--- src/design/dbrc_pkg.sv ---
// package: constants, types and decode helpers for the flow sequencer
package dbrc_pkg;
  localparam int ADDR_W     = 24;
  localparam int CNT_W      = 32;
  localparam int FLAG_W     = 4;
  localparam int COND_W     = 4;
  localparam int SLOT_W     = 2;

  // delay slots that still run after a delayed branch
  localparam logic [SLOT_W-1:0] SLOT_COUNT = 2'h3;

  localparam logic [ADDR_W-1:0] RESET_PC    = 24'h000000;
  localparam logic [ADDR_W-1:0] RESET_START = 24'h000000;
  localparam logic [ADDR_W-1:0] RESET_END   = 24'h000000;
  localparam logic [CNT_W-1:0]  RESET_COUNT = 32'h00000000;
  localparam logic [ADDR_W-1:0] ADDR_ONE    = 24'h000001;
  localparam logic [CNT_W-1:0]  CNT_ONE     = 32'h00000001;

  // flag bit positions
  localparam int FLAG_C = 0;
  localparam int FLAG_V = 1;
  localparam int FLAG_Z = 2;
  localparam int FLAG_N = 3;

  // condition codes
  localparam logic [COND_W-1:0] COND_U  = 4'h0;
  localparam logic [COND_W-1:0] COND_EQ = 4'h1;
  localparam logic [COND_W-1:0] COND_NE = 4'h2;
  localparam logic [COND_W-1:0] COND_LT = 4'h3;
  localparam logic [COND_W-1:0] COND_LE = 4'h4;
  localparam logic [COND_W-1:0] COND_GT = 4'h5;
  localparam logic [COND_W-1:0] COND_GE = 4'h6;
  localparam logic [COND_W-1:0] COND_LO = 4'h7;
  localparam logic [COND_W-1:0] COND_HS = 4'h8;
  localparam logic [COND_W-1:0] COND_V  = 4'h9;
  localparam logic [COND_W-1:0] COND_NV = 4'hA;

  typedef enum logic [7:0] {
    OP_NONE       = 8'h01,
    OP_BRANCH     = 8'h02,
    OP_DBRANCH    = 8'h04,
    OP_CALL       = 8'h08,
    OP_CALL_REG   = 8'h10,
    OP_RETURN     = 8'h20,
    OP_BLOCK_RPT  = 8'h40,
    OP_SINGLE_RPT = 8'h80
  } dbrc_op_type;

  typedef enum logic [1:0] {
    DB_IDLE = 2'h1,
    DB_SLOT = 2'h2
  } dbrc_db_type;

  typedef enum logic [2:0] {
    RPT_OFF    = 3'h1,
    RPT_BLOCK  = 3'h2,
    RPT_SINGLE = 3'h4
  } dbrc_rpt_type;

  function automatic logic cond_true(input logic [COND_W-1:0] cond,
                                     input logic [FLAG_W-1:0] f);
    logic lt;
    lt = f[FLAG_N] ^ f[FLAG_V];
    case (cond)
      COND_U:  cond_true = 1'b1;
      COND_EQ: cond_true = f[FLAG_Z];
      COND_NE: cond_true = !f[FLAG_Z];
      COND_LT: cond_true = lt;
      COND_LE: cond_true = lt | f[FLAG_Z];
      COND_GT: cond_true = !lt & !f[FLAG_Z];
      COND_GE: cond_true = !lt;
      COND_LO: cond_true = f[FLAG_C];
      COND_HS: cond_true = !f[FLAG_C];
      COND_V:  cond_true = f[FLAG_V];
      COND_NV: cond_true = !f[FLAG_V];
      default: cond_true = 1'b0;
    endcase
  endfunction
endpackage

--- src/design/dbrc_loop_if.sv ---
// interface: loop register traffic between sequencer and loop unit
`timescale 1ns/10ps
interface dbrc_loop_if;
  import dbrc_pkg::*;
  logic [ADDR_W-1:0] pc;
  logic              step;
  logic              load_block;
  logic              load_single;
  logic [ADDR_W-1:0] new_start;
  logic [ADDR_W-1:0] new_end;
  logic [CNT_W-1:0]  new_count;
  logic              wr_start;
  logic              wr_end;
  logic              wr_count;
  logic [ADDR_W-1:0] wr_addr;
  logic [CNT_W-1:0]  wr_cnt;
  logic [ADDR_W-1:0] start_addr;
  logic [ADDR_W-1:0] end_addr;
  logic [CNT_W-1:0]  count;
  dbrc_rpt_type      mode;
  logic              wrap;

  modport ctrl (
    output pc, step, load_block, load_single, new_start, new_end,
    output new_count, wr_start, wr_end, wr_count, wr_addr, wr_cnt,
    input  start_addr, end_addr, count, mode, wrap
  );
  modport loop (
    input  pc, step, load_block, load_single, new_start, new_end,
    input  new_count, wr_start, wr_end, wr_count, wr_addr, wr_cnt,
    output start_addr, end_addr, count, mode, wrap
  );
endinterface

--- src/design/dbrc_loop_unit.sv ---
// loop unit: start, end and count registers and the loop-end test
`timescale 1ns/10ps
module dbrc_loop_unit
  import dbrc_pkg::*;
(
  // clock, reset, enable
  input  wire logic     i_clk,
  input  wire logic     i_reset_n,
  input  wire logic     i_enable,
  // sequencer side
  dbrc_loop_if.loop     lp
);
  import dbrc_pkg::*;

  logic hit;

  // both repeat kinds share this one test
  assign hit = (lp.mode != RPT_OFF) && lp.step
               && (lp.pc == lp.end_addr); // [RQ9]
  assign lp.wrap = hit && (lp.count != RESET_COUNT); // [RQ14]

  // single register set; nesting is left to software
  always_ff @(posedge i_clk or negedge i_reset_n) begin // [RQ8]
    if (!i_reset_n) begin
      lp.start_addr <= RESET_START;
      lp.end_addr   <= RESET_END;
    end else if (i_enable) begin
      if (lp.load_block || lp.load_single) begin
        lp.start_addr <= lp.new_start; // [RQ5]
        lp.end_addr   <= lp.new_end;
      end else begin
        if (lp.wr_start) begin
          lp.start_addr <= lp.wr_addr;
        end
        if (lp.wr_end) begin
          lp.end_addr <= lp.wr_addr;
        end
      end
    end
  end

  // loop-end decrement beats a software write in the same cycle
  always_ff @(posedge i_clk or negedge i_reset_n) begin
    if (!i_reset_n) begin
      lp.count <= RESET_COUNT;
    end else if (i_enable) begin
      if (lp.load_single) begin
        lp.count <= lp.new_count; // [RQ12]
      end else if (hit) begin
        lp.count <= lp.count - CNT_ONE; // [RQ6] [RQ7]
      end else if (lp.wr_count) begin
        lp.count <= lp.wr_cnt; // [RQ5]
      end
    end
  end

  always_ff @(posedge i_clk or negedge i_reset_n) begin
    if (!i_reset_n) begin
      lp.mode <= RPT_OFF;
    end else if (i_enable) begin
      if (lp.load_single) begin
        lp.mode <= RPT_SINGLE; // [RQ4]
      end else if (lp.load_block) begin
        lp.mode <= RPT_BLOCK; // [RQ4]
      end else if (hit && !lp.wrap) begin
        lp.mode <= RPT_OFF; // [RQ14]
      end
    end
  end
endmodule

--- src/design/delayed_branch_repeat_ctrl.sv ---
// top: program-flow sequencer with delayed branches and repeat loops
//
// Contract
// [RQ1] three slot instructions run before delayed transfer
// [RQ2] no flow-changing instruction inside delay slots
// [RQ3] delayed condition uses flags before the branch
// [RQ4] block and single repeat share loop registers
// [RQ5] repeat loads start/end; software loads count
// [RQ6] count N at entry gives N+1 passes
// [RQ7] loop-end instruction must not touch count/pc
// [RQ8] one register set; software saves for nesting
// [RQ9] single repeat uses same registers and termination
// [RQ10] single repeat fetches its instruction only once
// [RQ11] single repeat blocks interrupts; block repeat allows
// [RQ12] single repeat count comes from instruction operand
// [RQ13] register-mode call targets the register contents
// [RQ14] at loop end decrement, wrap while non-negative
`timescale 1ns/10ps
module delayed_branch_repeat_ctrl
  import dbrc_pkg::*;
(
  // clock, reset, enable
  input  wire logic                       i_clk,
  input  wire logic                       i_reset_n,
  input  wire logic                       i_enable,
  // issued instruction from decode
  input  wire logic                       i_issue,
  input  wire dbrc_pkg::dbrc_op_type      i_op,
  input  wire logic [dbrc_pkg::COND_W-1:0] i_cond,
  input  wire logic [dbrc_pkg::ADDR_W-1:0] i_target,
  input  wire logic [dbrc_pkg::ADDR_W-1:0] i_reg_value,
  input  wire logic [dbrc_pkg::CNT_W-1:0]  i_count_imm,
  input  wire logic [dbrc_pkg::FLAG_W-1:0] i_flags,
  // software moves into loop registers
  input  wire logic                       i_wr_start,
  input  wire logic                       i_wr_end,
  input  wire logic                       i_wr_count,
  input  wire logic [dbrc_pkg::ADDR_W-1:0] i_wr_addr,
  input  wire logic [dbrc_pkg::CNT_W-1:0]  i_wr_cnt,
  // interrupt accept path
  input  wire logic                       i_int_req,
  input  wire logic [dbrc_pkg::ADDR_W-1:0] i_int_vec,
  output logic                            o_int_ack,
  output logic                            o_int_hold,
  // fetch side
  output logic [dbrc_pkg::ADDR_W-1:0]      o_pc,
  output logic                            o_fetch_en,
  output logic                            o_reuse_instr,
  // call / return stack side
  output logic                            o_push,
  output logic [dbrc_pkg::ADDR_W-1:0]      o_ret_addr,
  // loop register view for save and restore
  output logic [dbrc_pkg::ADDR_W-1:0]      o_loop_start,
  output logic [dbrc_pkg::ADDR_W-1:0]      o_loop_end,
  output logic [dbrc_pkg::CNT_W-1:0]       o_loop_count,
  output logic                            o_loop_active,
  output logic                            o_slot_busy
);
  import dbrc_pkg::*;

  dbrc_loop_if lpif ();

  logic [ADDR_W-1:0] pc;
  logic [ADDR_W-1:0] next_pc;
  logic [ADDR_W-1:0] pc_inc;
  dbrc_db_type       db_state;
  logic [SLOT_W-1:0] slots_left;
  logic [ADDR_W-1:0] db_target;
  logic              db_taken;
  logic              single_fetched;
  logic              issue;
  logic              cond_ok;
  logic              int_allowed;
  logic              in_slots;
  logic              db_fire;
  logic              start_db;
  logic              take_call;
  logic [ADDR_W-1:0] call_target;

  dbrc_loop_unit u_loop (
    .i_clk     (i_clk),
    .i_reset_n (i_reset_n),
    .i_enable  (i_enable),
    .lp        (lpif.loop)
  );

  assign pc_inc  = pc + ADDR_ONE;
  assign in_slots = (db_state == DB_SLOT);
  // flags at issue are those left by the instruction before
  assign cond_ok = cond_true(i_cond, i_flags); // [RQ3]

  // interrupts wait out a single repeat and the delay slots
  assign int_allowed = (lpif.mode != RPT_SINGLE) && !in_slots; // [RQ11]
  assign o_int_ack   = i_enable && i_int_req && int_allowed;
  assign o_int_hold  = (lpif.mode == RPT_SINGLE); // [RQ11]
  assign issue       = i_enable && i_issue && !o_int_ack;

  // third slot completing hands control to the stored target
  assign db_fire = issue && in_slots && (slots_left == 2'h1); // [RQ1]
  assign start_db = issue && !in_slots && (i_op == OP_DBRANCH);

  // slot instructions are assumed flow-neutral, so ops there are ignored
  always_comb begin
    take_call   = 1'b0;
    call_target = i_target;
    if (issue && !in_slots && cond_ok) begin // [RQ2]
      case (i_op)
        OP_CALL: begin
          take_call = 1'b1;
        end
        OP_CALL_REG: begin
          take_call   = 1'b1;
          call_target = i_reg_value; // [RQ13]
        end
        default: begin
          take_call = 1'b0;
        end
      endcase
    end
  end

  // next program counter
  always_comb begin
    next_pc = pc;
    if (o_int_ack) begin
      next_pc = i_int_vec; // [RQ11]
    end else if (issue) begin
      next_pc = pc_inc;
      if (db_fire && db_taken) begin
        next_pc = db_target; // [RQ1]
      end else if (lpif.wrap) begin
        next_pc = lpif.start_addr; // [RQ14]
      end else if (!in_slots) begin
        case (i_op)
          OP_BRANCH: begin
            if (cond_ok) begin
              next_pc = i_target;
            end
          end
          OP_RETURN: begin
            if (cond_ok) begin
              next_pc = i_target;
            end
          end
          OP_CALL, OP_CALL_REG: begin
            if (take_call) begin
              next_pc = call_target;
            end
          end
          default: begin
            next_pc = pc_inc;
          end
        endcase
      end
    end
  end

  always_ff @(posedge i_clk or negedge i_reset_n) begin
    if (!i_reset_n) begin
      pc <= RESET_PC;
    end else if (i_enable) begin
      pc <= next_pc;
    end
  end

  // delayed branch slot tracking; no pipeline flush is needed
  always_ff @(posedge i_clk or negedge i_reset_n) begin
    if (!i_reset_n) begin
      db_state   <= DB_IDLE;
      slots_left <= '0;
      db_target  <= RESET_PC;
      db_taken   <= 1'b0;
    end else if (i_enable) begin
      case (db_state)
        DB_IDLE: begin
          if (start_db) begin
            db_state   <= DB_SLOT; // [RQ1]
            slots_left <= SLOT_COUNT;
            db_target  <= i_target;
            db_taken   <= cond_ok; // [RQ3]
          end
        end
        DB_SLOT: begin
          if (issue) begin
            slots_left <= slots_left - 2'h1; // [RQ1]
            if (slots_left == 2'h1) begin
              db_state <= DB_IDLE;
            end
          end
        end
        default: begin
          db_state <= DB_IDLE;
        end
      endcase
    end
  end

  // single repeat: the held instruction is replayed, not refetched
  always_ff @(posedge i_clk or negedge i_reset_n) begin
    if (!i_reset_n) begin
      single_fetched <= 1'b0;
    end else if (i_enable) begin
      if (lpif.mode != RPT_SINGLE) begin
        single_fetched <= 1'b0;
      end else if (issue && (pc == lpif.end_addr)) begin
        single_fetched <= lpif.wrap; // [RQ10]
      end
    end
  end

  assign o_fetch_en    = !single_fetched; // [RQ10]
  assign o_reuse_instr = single_fetched; // [RQ10]

  // return address for calls and accepted interrupts
  always_ff @(posedge i_clk or negedge i_reset_n) begin
    if (!i_reset_n) begin
      o_push     <= 1'b0;
      o_ret_addr <= RESET_PC;
    end else if (i_enable) begin
      o_push <= o_int_ack || take_call;
      if (o_int_ack) begin
        o_ret_addr <= pc;
      end else if (take_call) begin
        o_ret_addr <= pc_inc;
      end
    end
  end

  // repeat instructions load the loop bounds themselves
  always_comb begin
    lpif.pc          = pc;
    lpif.step        = issue;
    lpif.load_block  = issue && !in_slots
                       && (i_op == OP_BLOCK_RPT); // [RQ4] [RQ5]
    lpif.load_single = issue && !in_slots
                       && (i_op == OP_SINGLE_RPT); // [RQ4] [RQ12]
    lpif.new_start   = pc_inc; // [RQ5]
    lpif.new_end     = lpif.load_single ? pc_inc : i_target; // [RQ9]
    lpif.new_count   = i_count_imm; // [RQ12]
    lpif.wr_start    = i_enable && i_wr_start;
    lpif.wr_end      = i_enable && i_wr_end;
    lpif.wr_count    = i_enable && i_wr_count; // [RQ5]
    lpif.wr_addr     = i_wr_addr;
    lpif.wr_cnt      = i_wr_cnt;
  end

  assign o_pc          = pc;
  assign o_loop_start  = lpif.start_addr;
  assign o_loop_end    = lpif.end_addr;
  assign o_loop_count  = lpif.count;
  assign o_loop_active = (lpif.mode != RPT_OFF);
  assign o_slot_busy   = in_slots;
endmodule

--- config.mk ---
export PLATFORM = sky130hd
export DESIGN_NAME = delayed_branch_repeat_ctrl
export DESIGN_NICKNAME = d
export VERILOG_FILES = /design/src/design/dbrc_pkg.sv /design/src/design/dbrc_loop_if.sv /design/src/design/dbrc_loop_unit.sv /design/src/design/delayed_branch_repeat_ctrl.sv
export SDC_FILE = /design/constraint.sdc
export NUM_CORES = 1
export LEC_CHECK = 0
export BUFFER_PORTS_ARGS = -buffer_cell sky130_fd_sc_hd__buf_4
export CORE_MARGIN = 2
export CORE_UTILIZATION = 53
export CTS_CLUSTER_SIZE = 16
export DETAILED_ROUTE_END_ITERATION = 16
export PLACE_DENSITY = 0.82
export SYNTH_ARGS = -nofsm -noshare
export SYNTH_HDL_FRONTEND = slang
export SYNTH_SLANG_ARGS = --single-unit
--- constraint.sdc ---
create_clock -name i_clk -period 3.42 [get_ports i_clk]
set_clock_uncertainty 0.05 [all_clocks]
set_input_delay 0.684 -clock i_clk [delete_from_list [all_inputs] [get_ports i_clk]]
set_output_delay 0.684 -clock i_clk [all_outputs]
set_load 0.01 [all_outputs]
; ---- After elaboration in Yosys (flattened, before gate mapping)
; Index checks and enable logic that the tools add are counted.
[classes]
n_addsub = 3
eq_ne = 27
mux = 35
n_bitwise = 3
n_reduce_logical = 53
[ops]
columns = operator, count
row1 = $mux 24, 16
row2 = $mux 32, 3
row3 = $pmux 24 s2, 1
row4 = $reduce_bool 32->1, 1
row5 = $sub 32x1->32 const B, 1
row6 = $add 24x1->24 const B, 1
row7 = $eq 24x24->1, 1
row8 = $logic_and 1x1->1, 21
row9 = $eq 4x3->1 const B, 4
row10 = $reduce_and 2->1, 7
row11 = $eq 4x4->1 const B, 3
row12 = $reduce_bool 2->1, 6
row13 = $pmux 1 s11, 1
row14 = $mux 2, 5
row15 = $mux 3, 3
row16 = $eq 4x2->1 const B, 2
row17 = $eq 8x2->1 const B, 1
row18 = $eq 8x3->1 const B, 1
row19 = $eq 8x4->1 const B, 1
row20 = $eq 8x5->1 const B, 1
row21 = $eq 8x6->1 const B, 1
row22 = $eq 8x7->1 const B, 1
row23 = $eq 8x8->1 const B, 1
row24 = $logic_not 1->1, 8
row25 = 20 further kinds, 30
[word_totals]
reg_bits = 162
inputBits = 184
out_inout_bits = 135
word_cells = 133

; ---- Logic depth before layout (Yosys ltp)
[logic_depth]
depth_word = 16
ltp_mapped = 11

; ---- Cells and area by module
; Synthesis repeated with hierarchy kept, for this count alone.
[unflattened]
hier_cells = 1418
hier_area_um2 = 11239.5
[modules_own_cells]
columns = mod, instances, cells_each, area_per_inst_um2, seq_area_each_um2
row1 = delayed_branch_repeat_ctrl, 1, 813, 6093.3, 1978.1
row2 = dbrc_loop_unit, 1, 605, 5146.2, 2078.2

; ---- Worst setup path before layout
; No wires, ideal clock.
[synth_path]
path_type = in2reg
from = in i_op[0]
to = reg u_loop.lp.start_addr[15]
setup_ns = 0.134
t_arrival_ns = 2.794
required_ns = 3.236
setup_slack_ns = 0.442
stages = 10
path_buffers = 3
cell_sequence = or3_1 or2_2 nor4_2 or2_1 buf_2 o21ai_0 clkbuf_1 buf_2 nand2_1 o21ai_0
[synth_between]
elab_chain_cells = 5
word_cells_on_any_way = 8
classes_between = eq/ne: 2 / mux: 1 / reduce/logical: 5
[synth_lines]
columns = item, line_no
row1 = from (decl), delayed_branch_repeat_ctrl.sv:28  ; input wire dbrc_pkg::dbrc_op_type i_op,
row2 = $eq 8x7->1 or $eq 8x8->1 (tied branches), "delayed_branch_repeat_ctrl.sv:234, delayed_branch_repeat_ctrl.sv:236"
row3 = $logic_and 1x1->1 (on tied branches), "delayed_branch_repeat_ctrl.sv:234, delayed_branch_repeat_ctrl.sv:236"
row4 = $logic_or 1x1->1 *, dbrc_loop_unit.sv:28  ; if (lp.load_block || lp.load_single) begin
row5 = $reduce_bool 2->1 (no source line), --
row6 = $reduce_and 2->1 (no source line), --
row7 = to (signal assigned), dbrc_loop_unit.sv:29  ; lp.start_addr <= lp.new_start;
row8 = to (signal assigned), dbrc_loop_unit.sv:33  ; lp.start_addr <= lp.wr_addr;
row9 = to (decl), dbrc_loop_if.sv:31  ; output start_addr, end_addr, count, mode, wrap
; Every way passes the cells marked *; elsewhere a longest branch is shown, timed or not.
; A chain may end at the register's enable or synchronous reset.

; ---- Worst setup path in the final report
[layout_path]
from = reg u_loop.lp.count[24]
to = reg pc[17] (netlist: o_pc[17])
[layout_between]
elab_chain_cells = 6
[layout_lines]
columns = item, line_no
row1 = from (decl), dbrc_loop_if.sv:31
row2 = from (signal assigned), dbrc_loop_unit.sv:48  ; lp.count <= lp.new_count;
row3 = from (signal assigned), dbrc_loop_unit.sv:50  ; lp.count <= lp.count - CNT_ONE;
row4 = from (signal assigned), dbrc_loop_unit.sv:52  ; lp.count <= lp.wr_cnt;
row5 = $reduce_bool 32->1, dbrc_loop_unit.sv:20  ; assign lp.wrap = hit && (lp.count != RESET_COUNT);
row6 = $logic_and 1x1->1, dbrc_loop_unit.sv:20
row7 = $mux 24, delayed_branch_repeat_ctrl.sv:131  ; end else if (lpif.wrap) begin
row8 = $mux 24, delayed_branch_repeat_ctrl.sv:129  ; if (db_fire && db_taken) begin
row9 = $mux 24, delayed_branch_repeat_ctrl.sv:127  ; end else if (issue) begin
row10 = $mux 24, delayed_branch_repeat_ctrl.sv:125  ; if (o_int_ack) begin
row11 = to (signal assigned), delayed_branch_repeat_ctrl.sv:162  ; pc <= next_pc;
row12 = to (decl), delayed_branch_repeat_ctrl.sv:63  ; logic [ADDR_W-1:0] pc;
; Every way passes these cells. The select of a mux whose other input is x is not followed.

==> impl_summary.md <==
Worst setup path
In this design, the stage delay of the slowest critical-path cell is 0.62 ns. In this run the critical register-to-register path is captured at o_pc[17]. The slowest stage of the critical path is the sky130_fd_sc_hd__or4_1 cell. At the worst endpoint, the arrival time is 3.46 ns. The launching element of the worst setup path is u_loop.lp.count[24]. The critical path goes through or4_1 -> or4_1 -> or4_1 -> and4_1 -> a2111oi_0 -> o21ai_0. STA classifies the critical path startpoint as a flop. The number of cells on the worst reg-to-reg path is 6. The launch point of the worst reg-to-reg path is u_loop.lp.count[24]. The critical path is of the flop to flop type.

The most numerous cell on the critical path is sky130_fd_sc_hd__or4_1. The data required time at the worst endpoint is 3.67 ns. The setup check on the worst reg-to-reg path leaves a slack of 0.20 ns.

The worst setup path is captured at a flop. The end of the critical path is o_pc[17]. The highest fanout seen on the critical path is 9.

Routing
The mean number of vias per cell is 6.47. In the routed design, unresolved DRC markers number 0. The pre-antenna-repair detailed-routing pass consisted of 6 iterations.

The overall via count from detail_route is 11900. The final layout contains routed wiring with a total length of 41200 um. After detailed routing, the average wire length per cell comes to 22.3 um. The DRC violation total after the first TritonRoute iteration is 1181. Once detail routing completed, the nets flagged for antenna violations numbered 0.

Timing
Measured against its own limit, the worst slew margin works out to 34.3%. The final count of pins violating max slew is 0. The number of hold violations in the final report is 0.

The worst path uses 94.1% of the clock period. The sum of negative setup slack is 0 ns. Setup repair after global routing left no endpoint under its margin.

Derived from the worst setup path, the maximum achievable clock frequency is 311 MHz. The slew of the pin with the lowest slew margin is 0.976 ns. Setup violations remaining at the end of the flow were counted as 0. The slack of the critical path is 0.203 ns.

The routed design could run at a clock period as short as 3.22 ns.

Floorplanning
The vertical extent of the die is 144 um. The effective utilization at floorplan is 53.5%. The floorplan step defined a die boundary enclosing 20600 um2. 319 I/O pins were placed. The die width is 144 um. The core region area is 19300 um2. The number of cell rows is 51.

Clock tree
The post-CTS setup buffer count is 0. The total clock sinks is 162. The number of levels the H-tree was split into is 4. The count of hold-fix buffers inserted at cts is 0. The maximum root-to-sink buffer count is 2. Clock latency on the worst-skew pair, taken at its later pin, is 0.44 ns. In this run, post-CTS repair resized a total of 0 instances. TritonCTS created 17 clock buffers. In this run the clock root is driven by a sky130_fd_sc_hd__clkbuf_16. Clock-pin slew was measured on the worst setup and hold paths at 0.06 ns. TritonCTS built the clock tree.

Power and ir drop
The clock network burns 33.7% of the power. Dividing total power by cell area gives a power density of 442 nW/um2. The leakage power total is 6.20 nW. The cell internal power dissipation is 4.19 mW. VDD sags by at most 404 uV.

Combinational logic burns 26.8% of the power. The switching power as a share of total power is 31.7%. Summed over all nets, the switching power comes to 1.95 mW. Per report_power, the sequential group accounts for 39.5% of the total.

Status
The flow ran to the end, and the final reports show no timing, DRC or antenna violations.

Logic synthesis
The netlist uses 68 different library cells. A synthesized cell averages 8.14 um2. By area the synthesized netlist is led by sky130_fd_sc_hd__dfrtp_1 (39%), sky130_fd_sc_hd__nand2_1 (6.5%), sky130_fd_sc_hd__o21ai_0 (5.5%), sky130_fd_sc_hd__nor2_1 (5.2%), sky130_fd_sc_hd__xnor2_1 (4.5%). The mapped netlist covers 10300 um2.

Counting every net in the synthesized netlist gives 1455. The fraction of registers with async set or reset after synthesis is 100%. The top cell type by area accounts for 38.8% of the synthesized area.

After synthesis, flip-flops and latches occupy 39.3% of the total area. In this run, synthesis produced a sequential element count of 162. During synthesis, Yosys emitted a total of 0 warnings. The number of enable-type register cells in the synthesized netlist is 0. The most area-hungry cell type in the Yosys netlist is sky130_fd_sc_hd__dfrtp_1. In the synthesized netlist, the number of instances is 1268. The most used flip-flop cell after synthesis is sky130_fd_sc_hd__dfrtp_1.

Layout
The most frequent standard cell in the layout excluding fill and tap cells is sky130_fd_sc_hd__buf_4. Compared with the post-synthesis result, the final layout area differs by 34.7%. After routing the design area is 13900 um2. The number of antenna diodes in the final layout is 0. The utilization after layout is 72.1%. The top cell types in the final layout, fill and taps aside, are sky130_fd_sc_hd__buf_4 (385), sky130_fd_sc_hd__nand2_1 (178), sky130_fd_sc_hd__dfrtp_1 (160). The fraction of layout instances using a drive strength above 1 is 29.4%. The final net count is 1759.

Placed design
After legalization and detailed placement, the total HPWL measured 30300 um. The number of port buffers is 318. The post-placement setup slack is 0.286 ns. The final weighted congestion in routability-driven placement is 0.975. After detailed placement, the total cell area comes to 13300 um2.

Global routing
In the global route stage, overall resource usage came out at 39.5%. The number of antenna violations at the first check in global routing came to 0. Entering global routing, the biggest net connects 80 pins.

The wire length of the first global-routing pass is 62200 um. The number of global-route vias before repair was 11400. The total overflow left after global routing is 0.

Flow run
Across the run, the number of max-cap violations was 0.

Min path
The worst min-delay path category is input pin to asynchronous set/reset pin.
## flip-flops by register name (all words and copies together), names as in the netlist, 2 cells and up
signal and cells:
u_loop.lp.count 32, o_pc 24, slots_left 2, u_loop.lp.mode 3, o_ret_addr 24, db_state 2, u_loop.lp.end_addr 24, u_loop.lp.start_addr 24
db_target 24
## metal layers
layer  GRT usage [%]  wire (um)  share of wire [%]
met1            46.5      14200                 34
met3            11.7       5250                 13
met5               0          0                  0
met2            64.4      19300                 47
met4            23.0       2470                6.0
## kinds of logic after synthesis
group           Yosys count  share of synthesized area (%)
flops                   162                           39.3
mux                      38                           4.03
simple gates            490                           21.9
fa+ha+maj                 3                          0.364
buf+inv                 124                           4.81
compound gates          381                           23.7
xor+xnor                 70                           5.94
## how the worst min path moves through the flow
stage / to / slack, ns / cells after the start
after floorplan: db_state[1] / 0.34 / 0
after global routing: u_loop.lp.start_addr[12] / 0.30 / 1
after detailed placement: slots_left[0] / 0.42 / 1
after CTS: u_loop.lp.start_addr[10] / 0.28 / 1
final: u_loop.lp.start_addr[10] / 0.23 / 1
after global placement: slots_left[0] / 0.41 / 1
## layout make-up
type                            instances  area, um2
Clock buffer                           21        470
Clock inverter                          9        155
Fill cell                            1548       5370
Inverter                               19       71.3
Multi-Input combinational cell        982       5830
Sequential cell                       162       4060
Tap cell                              265        332
Timing Repair Buffer                  390       2980
## synthesized netlist by cell type (4+ instances only)
library cell and instances:
sky130_fd_sc_hd__nand2_1 178, sky130_fd_sc_hd__dfrtp_1 160, sky130_fd_sc_hd__nor2_1 143, sky130_fd_sc_hd__o21ai_0 113
sky130_fd_sc_hd__clkbuf_1 88, sky130_fd_sc_hd__a21oi_1 65, sky130_fd_sc_hd__xnor2_1 53, sky130_fd_sc_hd__o211ai_1 33
sky130_fd_sc_hd__a31oi_1 31, sky130_fd_sc_hd__a221oi_1 30, sky130_fd_sc_hd__mux2_2 28, sky130_fd_sc_hd__nand3_1 28
sky130_fd_sc_hd__nor3_1 25, sky130_fd_sc_hd__a22oi_1 23, sky130_fd_sc_hd__o22ai_1 23, sky130_fd_sc_hd__inv_1 19
sky130_fd_sc_hd__or3_1 18, sky130_fd_sc_hd__nand4_1 17, sky130_fd_sc_hd__xor2_1 17, sky130_fd_sc_hd__nor4_1 13
sky130_fd_sc_hd__and3_1 12, sky130_fd_sc_hd__or4_1 11, sky130_fd_sc_hd__buf_2 10, sky130_fd_sc_hd__mux2i_1 10
sky130_fd_sc_hd__nand2b_1 10, sky130_fd_sc_hd__o31ai_1 10, sky130_fd_sc_hd__a22o_1 8, sky130_fd_sc_hd__and2_1 6
sky130_fd_sc_hd__or2_2 5, sky130_fd_sc_hd__a2bb2oi_1 4, sky130_fd_sc_hd__and4_1 4, sky130_fd_sc_hd__nand3b_1 4
sky130_fd_sc_hd__o21a_1 4, sky130_fd_sc_hd__o21ai_1 4
## power by group through the flow
stage	combinational, mW	clock, mW	sequential, mW
after floorplan	0.687	0	2.45
after global placement	1.58	0	2.44
after detailed placement	1.61	0	2.44
after CTS	1.62	2.07	2.41
after global routing	1.77	2.14	2.44
final	1.65	2.07	2.42
## stage by stage
| stage | instances | hold WS (ns) | power [mW] |
|---|---|---|---|
| global placement | 1818 | 0.415 | 4.02 |
| CTS | 1848 | 0.278 | 6.10 |
| finish | 1848 | 0.231 | 6.14 |
| detailed placement | 1818 | 0.424 | 4.05 |
| global route | 1848 | 0.304 | 6.35 |
| floorplan | 1268 | 0.338 | 3.14 |
## worst max-delay path, delay by kind of cell, from the launching register on
family / cells / cell delay [ns]
AOI/OAI and AO/OA: 2 / 0.58
DFF: 1 / 0.43
and+or+nand+nor: 4 / 2.02
Power figures use the tool's default switching activity.
